## src/ldc_pkg.sv

```systemverilog
package ldc_pkg;

    ////////////////////////////////////////////////////////////////////////
    // Bus geometry
    localparam int unsigned ADR_W  = 10;
    localparam int unsigned DAT_W  = 32;
    localparam int unsigned IDX_W  = 8;
    localparam int unsigned MEM_AW = 6;
    localparam int unsigned MEM_DEPTH = 64;

    ////////////////////////////////////////////////////////////////////////
    // Register indices; byte address is four times the index
    localparam logic [7:0] IDX_CLR   = 8'h60;
    localparam logic [7:0] IDX_LOCK  = 8'h61;
    localparam logic [7:0] IDX_MISC6 = 8'h62;
    localparam logic [7:0] IDX_MISC7 = 8'h63;
    localparam logic [7:0] IDX_MISC8 = 8'h64;
    localparam logic [7:0] IDX_THR   = 8'h5B;
    // Per-channel banks: current, duty high part, duty low part
    localparam logic [1:0] BANK_CUR  = 2'h0;
    localparam logic [1:0] BANK_DHI  = 2'h1;
    localparam logic [1:0] BANK_DLO  = 2'h2;
    localparam logic [3:0] CHAN_CNT  = 4'hC;

    ////////////////////////////////////////////////////////////////////////
    // Clear and force command bits
    localparam int unsigned CLR_FORCE_FS  = 5;
    localparam int unsigned CLR_RESTORE   = 4;
    localparam int unsigned CLR_FORCE_ERR = 3;
    localparam int unsigned CLR_EXIT_FS   = 2;
    localparam int unsigned CLR_FAULTS    = 1;
    localparam int unsigned CLEAR_POWERUP_FLAG_CMD       = 0;

    // Lock bits
    localparam int unsigned LOCK_CLR  = 3;
    localparam int unsigned LOCK_CONF = 2;
    localparam int unsigned LOCK_CUR  = 1;
    localparam int unsigned LOCK_DUTY = 0;

    // Sixth and seventh miscellaneous register fields
    localparam int unsigned M6_STAY   = 7;
    localparam int unsigned M6_RELOAD = 6;
    localparam int unsigned M6_CH_HI  = 4;
    localparam int unsigned M7_EXTCLK = 5;
    localparam int unsigned M7_SHARE  = 4;
    localparam int unsigned M7_RDSH   = 1;
    localparam int unsigned M7_PROG   = 0;

    ////////////////////////////////////////////////////////////////////////
    // Values after reset
    localparam logic [7:0] CLR_RST   = 8'h00;
    localparam logic [3:0] LOCK_RST  = 4'hF;
    localparam logic [7:0] MISC6_RST = 8'h00;
    localparam logic [7:0] MISC7_RST = 8'h00;
    localparam logic [7:0] MISC8_RST = 8'h00;
    localparam logic [7:0] CHAN_RST  = 8'h00;

    // Operating state
    typedef enum logic {
        FS_NORMAL = 1'b0,
        FS_SAFE   = 1'b1
    } ldc_fs_t;

endpackage : ldc_pkg

```

## src/ldc_chan_mem.sv

```systemverilog
`timescale 1ns/1ps
module ldc_chan_mem (
    // Clock and reset
    input  wire logic                      clk_i,
    input  wire logic                      rst_i,
    // Access port
    input  wire logic                      clr_i,
    input  wire logic                      we_i,
    input  wire logic [ldc_pkg::MEM_AW-1:0] addr_i,
    input  wire logic [7:0]                wdata_i,
    output logic      [7:0]                rdata_o
);
    import ldc_pkg::*;

    typedef struct packed {
        logic [MEM_DEPTH-1:0][7:0] mem;
        logic [7:0]                rdata;
    } ldc_mem_t;

    ldc_mem_t st;
    ldc_mem_t next_st;

    ////////////////////////////////////////////////////////////////////////
    // Read is registered so data lines up with the bus answer
    always_comb begin
        next_st       = st;
        next_st.rdata = st.mem[addr_i];
        if (we_i) begin
            next_st.mem[addr_i] = wdata_i;
        end
        // Clear beats a write landing in the same cycle
        if (clr_i) begin
            next_st.mem = {MEM_DEPTH{CHAN_RST}};
        end
    end

    always_ff @(posedge clk_i) begin
        if (rst_i) begin
            st <= '{mem: {MEM_DEPTH{CHAN_RST}}, rdata: 8'h00};
        end else begin
            st <= next_st;
        end
    end

    assign rdata_o = st.rdata;

endmodule : ldc_chan_mem

```

## src/ldc_regs.sv

```systemverilog
// Implementation choice: the Wishbone interface to the registers.
`timescale 1ns/1ps
module ldc_regs (
    // Clock and reset
    input  wire logic                      clk_i,
    input  wire logic                      rst_i,
    // Wishbone slave
    input  wire logic                      cyc_i,
    input  wire logic                      stb_i,
    input  wire logic                      we_i,
    input  wire logic [ldc_pkg::ADR_W-1:0] adr_i,
    input  wire logic [3:0]                sel_i,
    input  wire logic [ldc_pkg::DAT_W-1:0] dat_i,
    output logic      [ldc_pkg::DAT_W-1:0] dat_o,
    output logic                           ack_o,
    // Nonvolatile copy
    input  wire logic [7:0]                short_threshold_nv_copy_i,
    // Command pulses
    output logic                           restore_defaults_o,
    output logic                           clear_faults_o,
    output logic                           clear_powerup_flag_o,
    output logic                           nv_reload_o,
    output logic                           adc_start_o,
    // Settings and state
    output logic                           failsafe_o,
    output logic      [4:0]                converter_channel_select_o,
    output logic                           stay_nv_state_o,
    output logic                           pwm_ext_clock_select_o,
    output logic                           shared_duty_enable_o,
    output logic                           readback_source_select_o,
    output logic                           nv_program_state_enable_o,
    output logic      [7:0]                short_threshold_field_o,
    output logic      [7:0]                fault_mask_diag_o,
    // Open-drain error pin
    output logic                           err_o,
    output logic                           err_oe_o
);
    import ldc_pkg::*;

    ////////////////////////////////////////////////////////////////////////
    // State
    typedef struct packed {
        logic       ack;
        logic       from_mem;
        logic [7:0] rdata;
        ldc_fs_t    fs;
        logic [3:0] lock;
        logic       stay;
        logic [4:0] adc_ch;
        logic       ext_clk;
        logic       share;
        logic       rd_shadow;
        logic       prog;
        logic [7:0] misc8;
        logic [7:0] thr;
        logic       err_forced;
        logic       restore;
        logic       clear_faults_cmd;
        logic       clear_powerup_flag_cmd;
        logic       reload;
        logic       adc_start;
    } ldc_state_t;

    ldc_state_t      st;
    ldc_state_t      next_st;
    logic [IDX_W-1:0] idx;
    logic            req;
    logic            wr_ok;
    logic            clr_wr;
    logic            mem_we;
    logic [7:0]      mem_q;

    ////////////////////////////////////////////////////////////////////////
    // Functions

    // Channel banks: three banks of twelve, at index 00h, 10h, 20h
    function automatic logic mem_hit(input logic [7:0] a);
        mem_hit = (a[7:6] == 2'h0) && (a[5:4] != 2'h3)
                  && (a[3:0] < CHAN_CNT);
    endfunction : mem_hit

    // Unmapped and locked targets both return zero
    function automatic logic write_open(input logic [7:0] a,
                                        input logic [3:0] lk);
        write_open = 1'b0;
        if (mem_hit(a)) begin
            if (a[5:4] == BANK_CUR) begin
                write_open = ~lk[LOCK_CUR];
            end else begin
                write_open = ~lk[LOCK_DUTY];
            end
        end else begin
            case (a)
                IDX_CLR:   write_open = ~lk[LOCK_CLR];
                IDX_LOCK:  write_open = 1'b1;
                IDX_MISC6,
                IDX_MISC7,
                IDX_MISC8,
                IDX_THR:   write_open = ~lk[LOCK_CONF];
                default:   write_open = 1'b0;
            endcase
        end
    endfunction : write_open

    // Settings back to defaults; threshold comes from the nv copy
    function automatic ldc_state_t apply_defaults(input ldc_state_t s,
                                                  input logic [7:0] nv);
        apply_defaults           = s;
        apply_defaults.lock      = LOCK_RST;
        apply_defaults.stay      = MISC6_RST[M6_STAY];
        apply_defaults.adc_ch    = MISC6_RST[M6_CH_HI:0];
        apply_defaults.ext_clk   = MISC7_RST[M7_EXTCLK];
        apply_defaults.share     = MISC7_RST[M7_SHARE];
        apply_defaults.rd_shadow = MISC7_RST[M7_RDSH];
        apply_defaults.prog      = MISC7_RST[M7_PROG];
        apply_defaults.misc8     = MISC8_RST;
        apply_defaults.thr       = nv;
    endfunction : apply_defaults

    // Command bits are never stored, so they always read zero
    function automatic logic [7:0] read_local(input logic [7:0] a,
                                              input ldc_state_t s);
        case (a)
            IDX_CLR:   read_local = CLR_RST;
            IDX_LOCK:  read_local = {4'h0, s.lock};
            IDX_MISC6: read_local = {s.stay, 2'h0, s.adc_ch};
            IDX_MISC7: read_local = {2'h0, s.ext_clk, s.share, 2'h0,
                                     s.rd_shadow, s.prog};
            IDX_MISC8: read_local = s.misc8;
            IDX_THR:   read_local = s.thr;
            default:   read_local = 8'h00;
        endcase
    endfunction : read_local

    ////////////////////////////////////////////////////////////////////////
    // Bus decode; writes land on the edge where ack is sampled
    assign idx    = adr_i[ADR_W-1:2];
    assign req    = cyc_i & stb_i;
    assign wr_ok  = req & we_i & st.ack & sel_i[0]
                    & write_open(idx, st.lock);
    assign clr_wr = wr_ok & (idx == IDX_CLR);
    assign mem_we = wr_ok & mem_hit(idx);

    ////////////////////////////////////////////////////////////////////////
    // Next state
    always_comb begin
        next_st           = st;
        next_st.ack       = req & ~st.ack;
        // Pulses last exactly one cycle
        next_st.restore   = 1'b0;
        next_st.clear_faults_cmd = 1'b0;
        next_st.clear_powerup_flag_cmd   = 1'b0;
        next_st.reload    = 1'b0;
        next_st.adc_start = 1'b0;
        // Read data sampled in the cycle the request arrives
        if (req & ~st.ack) begin
            next_st.rdata    = read_local(idx, st);
            next_st.from_mem = mem_hit(idx);
        end
        // Forced error holds until faults are cleared; set wins
        next_st.err_forced = (st.err_forced
                              & ~(clr_wr & dat_i[CLR_FAULTS]))
                             | (clr_wr & dat_i[CLR_FORCE_ERR]);
        if (wr_ok) begin
            case (idx)
                IDX_CLR: begin
                    if (dat_i[CLR_RESTORE]) begin
                        next_st = apply_defaults(next_st,
                                      short_threshold_nv_copy_i);
                        next_st.restore = 1'b1;
                    end
                    if (dat_i[CLR_FORCE_FS] && st.fs == FS_NORMAL) begin
                        next_st.fs = FS_SAFE;
                    end else if (dat_i[CLR_EXIT_FS]
                                 && st.fs == FS_SAFE) begin
                        next_st.fs = FS_NORMAL;
                    end
                    next_st.clear_faults_cmd = dat_i[CLR_FAULTS];
                    next_st.clear_powerup_flag_cmd   = dat_i[CLEAR_POWERUP_FLAG_CMD];
                end
                IDX_LOCK: begin
                    next_st.lock = dat_i[3:0];
                end
                IDX_MISC6: begin
                    next_st.stay      = dat_i[M6_STAY];
                    next_st.adc_ch    = dat_i[M6_CH_HI:0];
                    next_st.adc_start = 1'b1;
                    next_st.reload    = dat_i[M6_RELOAD];
                    if (dat_i[M6_RELOAD]) begin
                        next_st.thr = short_threshold_nv_copy_i;
                    end
                end
                IDX_MISC7: begin
                    next_st.ext_clk   = dat_i[M7_EXTCLK];
                    next_st.share     = dat_i[M7_SHARE];
                    next_st.rd_shadow = dat_i[M7_RDSH];
                    next_st.prog      = dat_i[M7_PROG];
                end
                IDX_MISC8: begin
                    next_st.misc8 = dat_i[7:0];
                end
                IDX_THR: begin
                    next_st.thr = dat_i[7:0];
                end
                default: begin
                    next_st.lock = st.lock;
                end
            endcase
        end
    end

    // Threshold picks up the nv copy while reset is held
    always_ff @(posedge clk_i) begin
        if (rst_i) begin
            st <= apply_defaults('0, short_threshold_nv_copy_i);
        end else begin
            st <= next_st;
        end
    end

    ////////////////////////////////////////////////////////////////////////
    // Channel registers; cleared one cycle after a restore command
    ldc_chan_mem u_chan_mem (
        .clk_i   (clk_i),
        .rst_i   (rst_i),
        .clr_i   (st.restore),
        .we_i    (mem_we),
        .addr_i  (idx[MEM_AW-1:0]),
        .wdata_i (dat_i[7:0]),
        .rdata_o (mem_q)
    );

    ////////////////////////////////////////////////////////////////////////
    // Outputs
    assign ack_o  = st.ack;
    assign dat_o  = {24'h000000, (st.from_mem ? mem_q : st.rdata)};
    assign restore_defaults_o         = st.restore;
    assign clear_faults_o             = st.clear_faults_cmd;
    assign clear_powerup_flag_o       = st.clear_powerup_flag_cmd;
    assign nv_reload_o                = st.reload;
    assign adc_start_o                = st.adc_start;
    assign failsafe_o                 = (st.fs == FS_SAFE);
    assign converter_channel_select_o = st.adc_ch;
    assign stay_nv_state_o            = st.stay;
    assign pwm_ext_clock_select_o     = st.ext_clk;
    assign shared_duty_enable_o       = st.share;
    assign readback_source_select_o   = st.rd_shadow;
    assign nv_program_state_enable_o  = st.prog;
    assign short_threshold_field_o    = st.thr;
    assign fault_mask_diag_o          = st.misc8;
    // Pin only ever pulled low, never driven high
    assign err_o    = 1'b0;
    assign err_oe_o = st.err_forced;
endmodule : ldc_regs

```

## config.mk

```make
export PLATFORM = sky130hd
export DESIGN_NAME = ldc_regs
export DESIGN_NICKNAME = d
export VERILOG_FILES = /design/src/ldc_pkg.sv /design/src/ldc_chan_mem.sv /design/src/ldc_regs.sv
export SDC_FILE = /design/constraint.sdc
export NUM_CORES = 1
export LEC_CHECK = 0
export ABC_AREA = 1
export BUFFER_PORTS_ARGS = -buffer_cell sky130_fd_sc_hd__buf_2
export CAP_MARGIN = 10
export CELL_PAD_IN_SITES_DETAIL_PLACEMENT = 1
export CELL_PAD_IN_SITES_GLOBAL_PLACEMENT = 2
export CORE_ASPECT_RATIO = 0.5
export CORE_MARGIN = 5
export CORE_UTILIZATION = 25
export CTS_CLUSTER_SIZE = 40
export DETAILED_ROUTE_END_ITERATION = 7
export GPL_ROUTABILITY_DRIVEN = 0
export PLACE_DENSITY_LB_ADDON = 0.1
export SYNTH_ARGS = -nofsm -noshare
export SYNTH_HDL_FRONTEND = slang
export SYNTH_SLANG_ARGS = --single-unit
```

## constraint.sdc

```tcl
create_clock -name clk_i -period 2.67 [get_ports clk_i]
set_clock_uncertainty 0.1 [all_clocks]
set_input_delay 0.6675 -clock clk_i [delete_from_list [all_inputs] [get_ports clk_i]]
set_output_delay 0.6675 -clock clk_i [all_outputs]
set_load 0.01 [all_outputs]
```

=== Yosys cells after proc, flatten, opt, wreduce, memory -nomap -nowiden ===
Cells that the tools add are included.

* Output and inout bits: 67
* Register bits: 567
* Logic and storage cells: 166
* Bits of input ports: 59

* Bitwise logic cells: 21
* Equal/unequal tests: 10
* Reduce and logical (&&, ||, !) cells: 24
* Magnitude comparators: 3
* Muxes and demuxes: 24

{| class="wikitable"
|+ Operators with widths
! operator !! number
|-
| $bwmux W512 || 1
|-
| $bmux W8 S6 || 1
|-
| $demux W8 S6 || 1
|-
| $eq A8 B7 Y1 const B || 6
|-
| $pmux W8 S5 || 1
|-
| $mux W36 || 1
|-
| $mux W8 || 4
|-
| $mux W14 || 2
|-
| $pmux W8 S3 || 1
|-
| $pmux W4 S2 || 2
|-
| $pmux W8 S2 || 1
|-
| $reduce_and A3 Y1 || 5
|-
| $pmux W6 S2 || 1
|-
| $reduce_bool A2 Y1 || 6
|-
| $and A1 B1 Y1 || 11
|-
| $mux W9 || 1
|-
| $not A1 Y1 || 9
|-
| $lt A6 B7 Y1 const B || 1
|-
| $ge A6 B1 Y1 const B || 1
|-
| $ne A3 B3 Y1 const B || 2
|-
| $logic_and A1 B1 Y1 || 5
|-
| $logic_not A2 Y1 || 2
|-
| $lt A4 B4 Y1 const B || 1
|-
| $mux W1 || 4
|-
| other kinds (10) || 12
|}

=== Depth between registers and ports, before layout ===
* Depth after elaboration: 14
* Mapped depth: 16

=== Cells and area by module ===
Synthesis repeated with hierarchy kept, for this count alone.

* Cells, all modules: 3792
* Area, all modules: 27923.0 um^2

{| class="wikitable"
|+ By module, submodules not included
! module !! times used !! area each (um^2) !! cells an instance
|-
| ldc_chan_mem || 1 || 24957.7 || 3371
|-
| ldc_regs || 1 || 2965.3 || 421
|}

=== Worst setup path before layout ===
Ideal clock, no wire load.

* Path kind: input port to flip-flop
* Start: in adr_i[2] in the netlist's numbering
* End: reg st, in the netlist short_threshold_field_o[0] (enable)
* Cell stages on the path: 13
* Arrival time: 2.410 ns
* Required time: 2.186 ns
* Library setup time: 0.384 ns
* Path slack: -0.224 ns
* Path through: buf_2 inv_1 nand2_2 nor2_1 nand2_1 nand2_1 inv_1 nand2_1 nand2_1 nand2_1 buf_2 nand2_1 o21ai_0

* Longest elaborated chain between the ends: 7

{| class="wikitable"
|+ Ends and longest elaborated chain
! what !! RTL line !! source
|-
| start: declaration || ldc_regs.sv:11 || <nowiki>input wire logic [ldc_pkg::ADR_W-1:0] adr_i,</nowiki>
|-
| $eq A8 B7 Y1, on equally long branches || ldc_regs.sv:93, ldc_regs.sv:165 ||
|-
| $reduce_or A4 Y1 || ldc_regs.sv:93 || <nowiki>case (a)</nowiki>
|-
| $pmux W1 S3 || ldc_regs.sv:93 ||
|-
| $mux W1 || ldc_regs.sv:86 || <nowiki>if (mem_hit(a)) begin</nowiki>
|-
| $and A1 B1 Y1 || ldc_regs.sv:140 || <nowiki>& write_open(idx, st.lock);</nowiki>
|-
| $reduce_bool A2 Y1 (no line) || - ||
|-
| $reduce_and A4 Y1 (no line) * || - ||
|-
| end signal: assignment || ldc_regs.sv:215 || <nowiki>st <= apply_defaults('0, short_threshold_nv_copy_i);</nowiki>
|-
| end signal: assignment || ldc_regs.sv:217 || <nowiki>st <= next_st;</nowiki>
|-
| end: declaration || ldc_regs.sv:64 || <nowiki>ldc_state_t st;</nowiki>
|}

Mark *: on every way between the ends. The rest lies on a longest branch, timed or not.
A chain may end at the register's enable or synchronous reset.

=== Worst setup path in the final report ===
* Start: reg st[45] in the netlist's numbering
* End: out dat_o[3] in the netlist's numbering

* Longest elaborated chain between the ends: 1

{| class="wikitable"
|+ Ends and longest elaborated chain
! what !! RTL line !! source
|-
| $mux W8 || ldc_regs.sv:236 || <nowiki>assign dat_o = {24'h000000, (st.from_mem ? mem_q : st.rdata)};</nowiki>
|-
| end: declaration || ldc_regs.sv:14 || <nowiki>output logic [ldc_pkg::DAT_W-1:0] dat_o,</nowiki>
|}

No other way between the ends.

==> impl_metrics.toml <==
[floorplanning]
die_y_um = 232
die-width_um = 455
dieArea_mm2 = 0.106
start_util_pct = 25.3
coreArea_mm2 = 0.0979
rows = 81
ios = 126

[worst_setup_path]
cp-end-kind = "primary output"
crit_required_ns = 1.90
reg2regPathDepth = 8
r2r-start = "ack_o"
path_delay_family = "flip-flops"
path_buf_inv = 1
rrSetupSlack_ns = 0.21
cp-startpoint = "st[45]"
crit_chain = "mux2_2 > buf_2"
cp_max_fo = 9
setup.worst_path.class = "reg2out"
crit_end = "dat_o[3]"
path_depth = 2
slowest_delay_ns = 0.57
cp.arrival_ns = 1.79
worstReg2RegEnd = "u_chan_mem.st[298]"
slowest_stage = "dfxtp_1"
critPathLaunchType = "register"

[power_and_ir_drop]
vdd_drop_max_mv = 0.490
clkPwrFrac_pct = 46.3
switching_share_pct = 27.0
leakagePower_nw = 12.4
seq_power_share_pct = 45.5
switching_power_mw = 5.07
power_frac_comb_pct = 8.3
internal_power_mw = 13.7
power.density_mw_per_mm2 = 618

[yosys]
synthArstFlopShare_pct = 0
synth_flop_cell = "dfxtp_1"
yosys-top-cells-area = "dfxtp_1, nand2_1, nor2_1"
synth-edff-count = 8
syn-cell-area_mm2 = 0.0247
synth_top_area_cell = "dfxtp_1"
synth_top_area_share_pct = 45.2
synth_xor_area_share_pct = 0
yosys.area_share.simple_pct = 37.0
synth-seq-cells = 567
yosysWarnings = 0
synth_cell_types = 33
synthMuxAreaShare_pct = 0.364
yosys.area_share.adder_pct = 0
synth_top_family_by_area = "simple AND/OR/NAND/NOR gates"
yosysSeqAreaShare_pct = 46.2
synth_compound_area_share_pct = 5.64
synth_common_cells = "nand2_1, nor2_1, dfxtp_1, inv_1, nor3_1"
synthCells = 3726
synth.most_common_cell = "nand2_1"
syn_area_per_cell_um2 = 6.64

[finish]
final_cells = 5260
drive_above_1_share_pct = 12.4
final_nets = 3942
syn_to_final_growth_pct = 22.5
diodes = 0

[drt]
vias = 23900
drt-initial-drc-count = 1362
drt-vias-per-instance = 4.54
ant_nets = 0
wirelength_um = 110000
first_pass_iters = 5
drc = 0
detail_route.wl_per_cell_um = 20.9

[placement]
place_hpwl_um = 75000
io_buffers = 71
dp.cells = 5149

[global_routing]
grt_pass1_wl_um = 161000
grt_pass1_vias = 23700
antenna_found_initial = 6
grt_use_total_pct = 20.4
overflow = 0
grt_max_degree = 93

[cts]
cts_setup_buffers = 0
clkSinkCount = 567
insertion_delay_ns = 0.66
path_clk_slew_ns = 0.07
root_buffer = "clkbuf_16"
max-clock-path-buffers = 3
ctsResizeCount = 0
cts_tree = "done"
cts_buffers = 60
htreeDepth = 2
cts_hold_buf = 0

[sta]
fmax_ghz = 0.391
rsz0062_at_grt = "no"
worstMarginPinSlew_ns = 0.977
hold_viol = 0
relSlewSlack_pct = 34.4
fin_tns_setup_ns = 0
drv_slew = 0
period_needed_ns = 2.56
fin_crit_sh_pct = 95.8
setup_viol = 0

[hold_path]
hold_path_class = "in2reg"

[outcome]
status = "finished, final reports clean"

[job]
maxCapViolCount = 0
-- state kept, by name, indices dropped and copies added (netlist names) --
register                    cells
ack_o                           1
adc_start_o                     1
clear_faults_o                  1
clear_powerup_flag_o            1
converter_channel_select_o      5
err_oe_o                        1
failsafe_o                      1
fault_mask_diag_o               8
nv_program_state_enable_o       1
nv_reload_o                     1
pwm_ext_clock_select_o          1
readback_source_select_o        1
restore_defaults_o              1
shared_duty_enable_o            1
short_threshold_field_o         8
st                             13
stay_nv_state_o                 1
u_chan_mem.rdata_o              8
u_chan_mem.st                 512
-- kinds of logic (layout without fill, tap and decap cells) --
logic type / after synthesis / count (layout)
multiplexers: 8 / 8
flip-flops: 567 / 567
other: 1 / 25
buffers and inverters: 650 / 832
AND/OR/NAND/NOR: 2255 / 2255
AO/OA/AOI/OAI: 245 / 245
-- power by group through the flow --
| stage | combinational, mW | sequential (mW) | clock [mW] |
|---|---|---|---|
| floorplan | 0.716 | 8.69 | 0 |
| global placement | 1.56 | 8.71 | 0 |
| detailed placement | 1.56 | 8.71 | 0 |
| CTS | 1.57 | 8.52 | 8.99 |
| global route | 1.66 | 8.51 | 9.34 |
| finish | 1.55 | 8.52 | 8.68 |
-- per-stage QoR --
| step | worst slack [ns] | cell area, µm² | hold WS [ns] | utilization, % | power, mW |
|---|---|---|---|---|---|
| floorplan | 0.142 | 24800 | 0.305 | - | 9.41 |
| finish | 0.112 | 30300 | 0.200 | 31.0 | 18.7 |
| global route | 0.0249 | 30300 | 0.199 | 31.0 | 19.5 |
| CTS | 0.0556 | 30300 | 0.169 | 30.9 | 19.1 |
| global placement | -0.392 | 28300 | 0.311 | 28.9 | 10.3 |
| detailed placement | -0.387 | 28300 | 0.318 | 28.9 | 10.3 |
-- worst reg2reg max path: cells and delay by family, from the launching register on --
kind / cells / cell delay (ns)
buf+inv: 2 / 0.46
compound gates: 1 / 0.26
simple gates: 5 / 1.21
flops: 1 / 0.35
-- worst min-delay path by stage --
stage	from	end	slack, ns	cells after the start
floorplan	u_chan_mem.st[245]	u_chan_mem.st[245]	0.31	2
global placement	u_chan_mem.st[245]	u_chan_mem.st[245]	0.31	2
detailed placement	u_chan_mem.st[263]	u_chan_mem.st[263]	0.32	2
CTS	short_threshold_nv_copy_i[5]	short_threshold_field_o[5]	0.17	3
global route	short_threshold_nv_copy_i[5]	short_threshold_field_o[5]	0.20	3
finish	short_threshold_nv_copy_i[7]	short_threshold_field_o[7]	0.20	3
-- layout by cell type (no fill, tap or decap), types with 7 or more instances in the layout --
cell type / count
clkbuf_16: 60
nand4_1: 26
edfxtp_1: 8
o21ai_0: 98
nor3_1: 300
o211ai_1: 43
inv_1: 360
a22oi_1: 7
buf_4: 225
dfxtp_1: 559
clkbuf_8: 14
mux2_2: 8
clkbuf_1: 12
nor2_1: 888
clkinv_1: 8
clkinv_2: 17
buf_12: 51
conb_1: 25
nand3_1: 120
a21oi_1: 77
nand2_1: 896
buf_2: 70
o21bai_1: 9
-- metal layers --
metal / GRT usage [%] / vias to the layer above / wire [µm]
li1: - / 11700 / -
met1: 30.5 / 11600 / 56900
met2: 31.6 / 389 / 46900
met3: 2.87 / 100 / 4440
met4: 3.42 / 0 / 1680
met5: 0 / - / 0
-- layout make-up --
cell class | count | area [µm²]
clock buffer | 86 | 1740
multi-input combinational | 2533 | 10800
inverter | 374 | 1410
sequential | 567 | 11400
tap | 1328 | 1660
clock inverter | 25 | 221
timing repair buffer | 347 | 3070
fill | 12300 | 67600
Note: power is estimated with default switching activity, not from simulation.
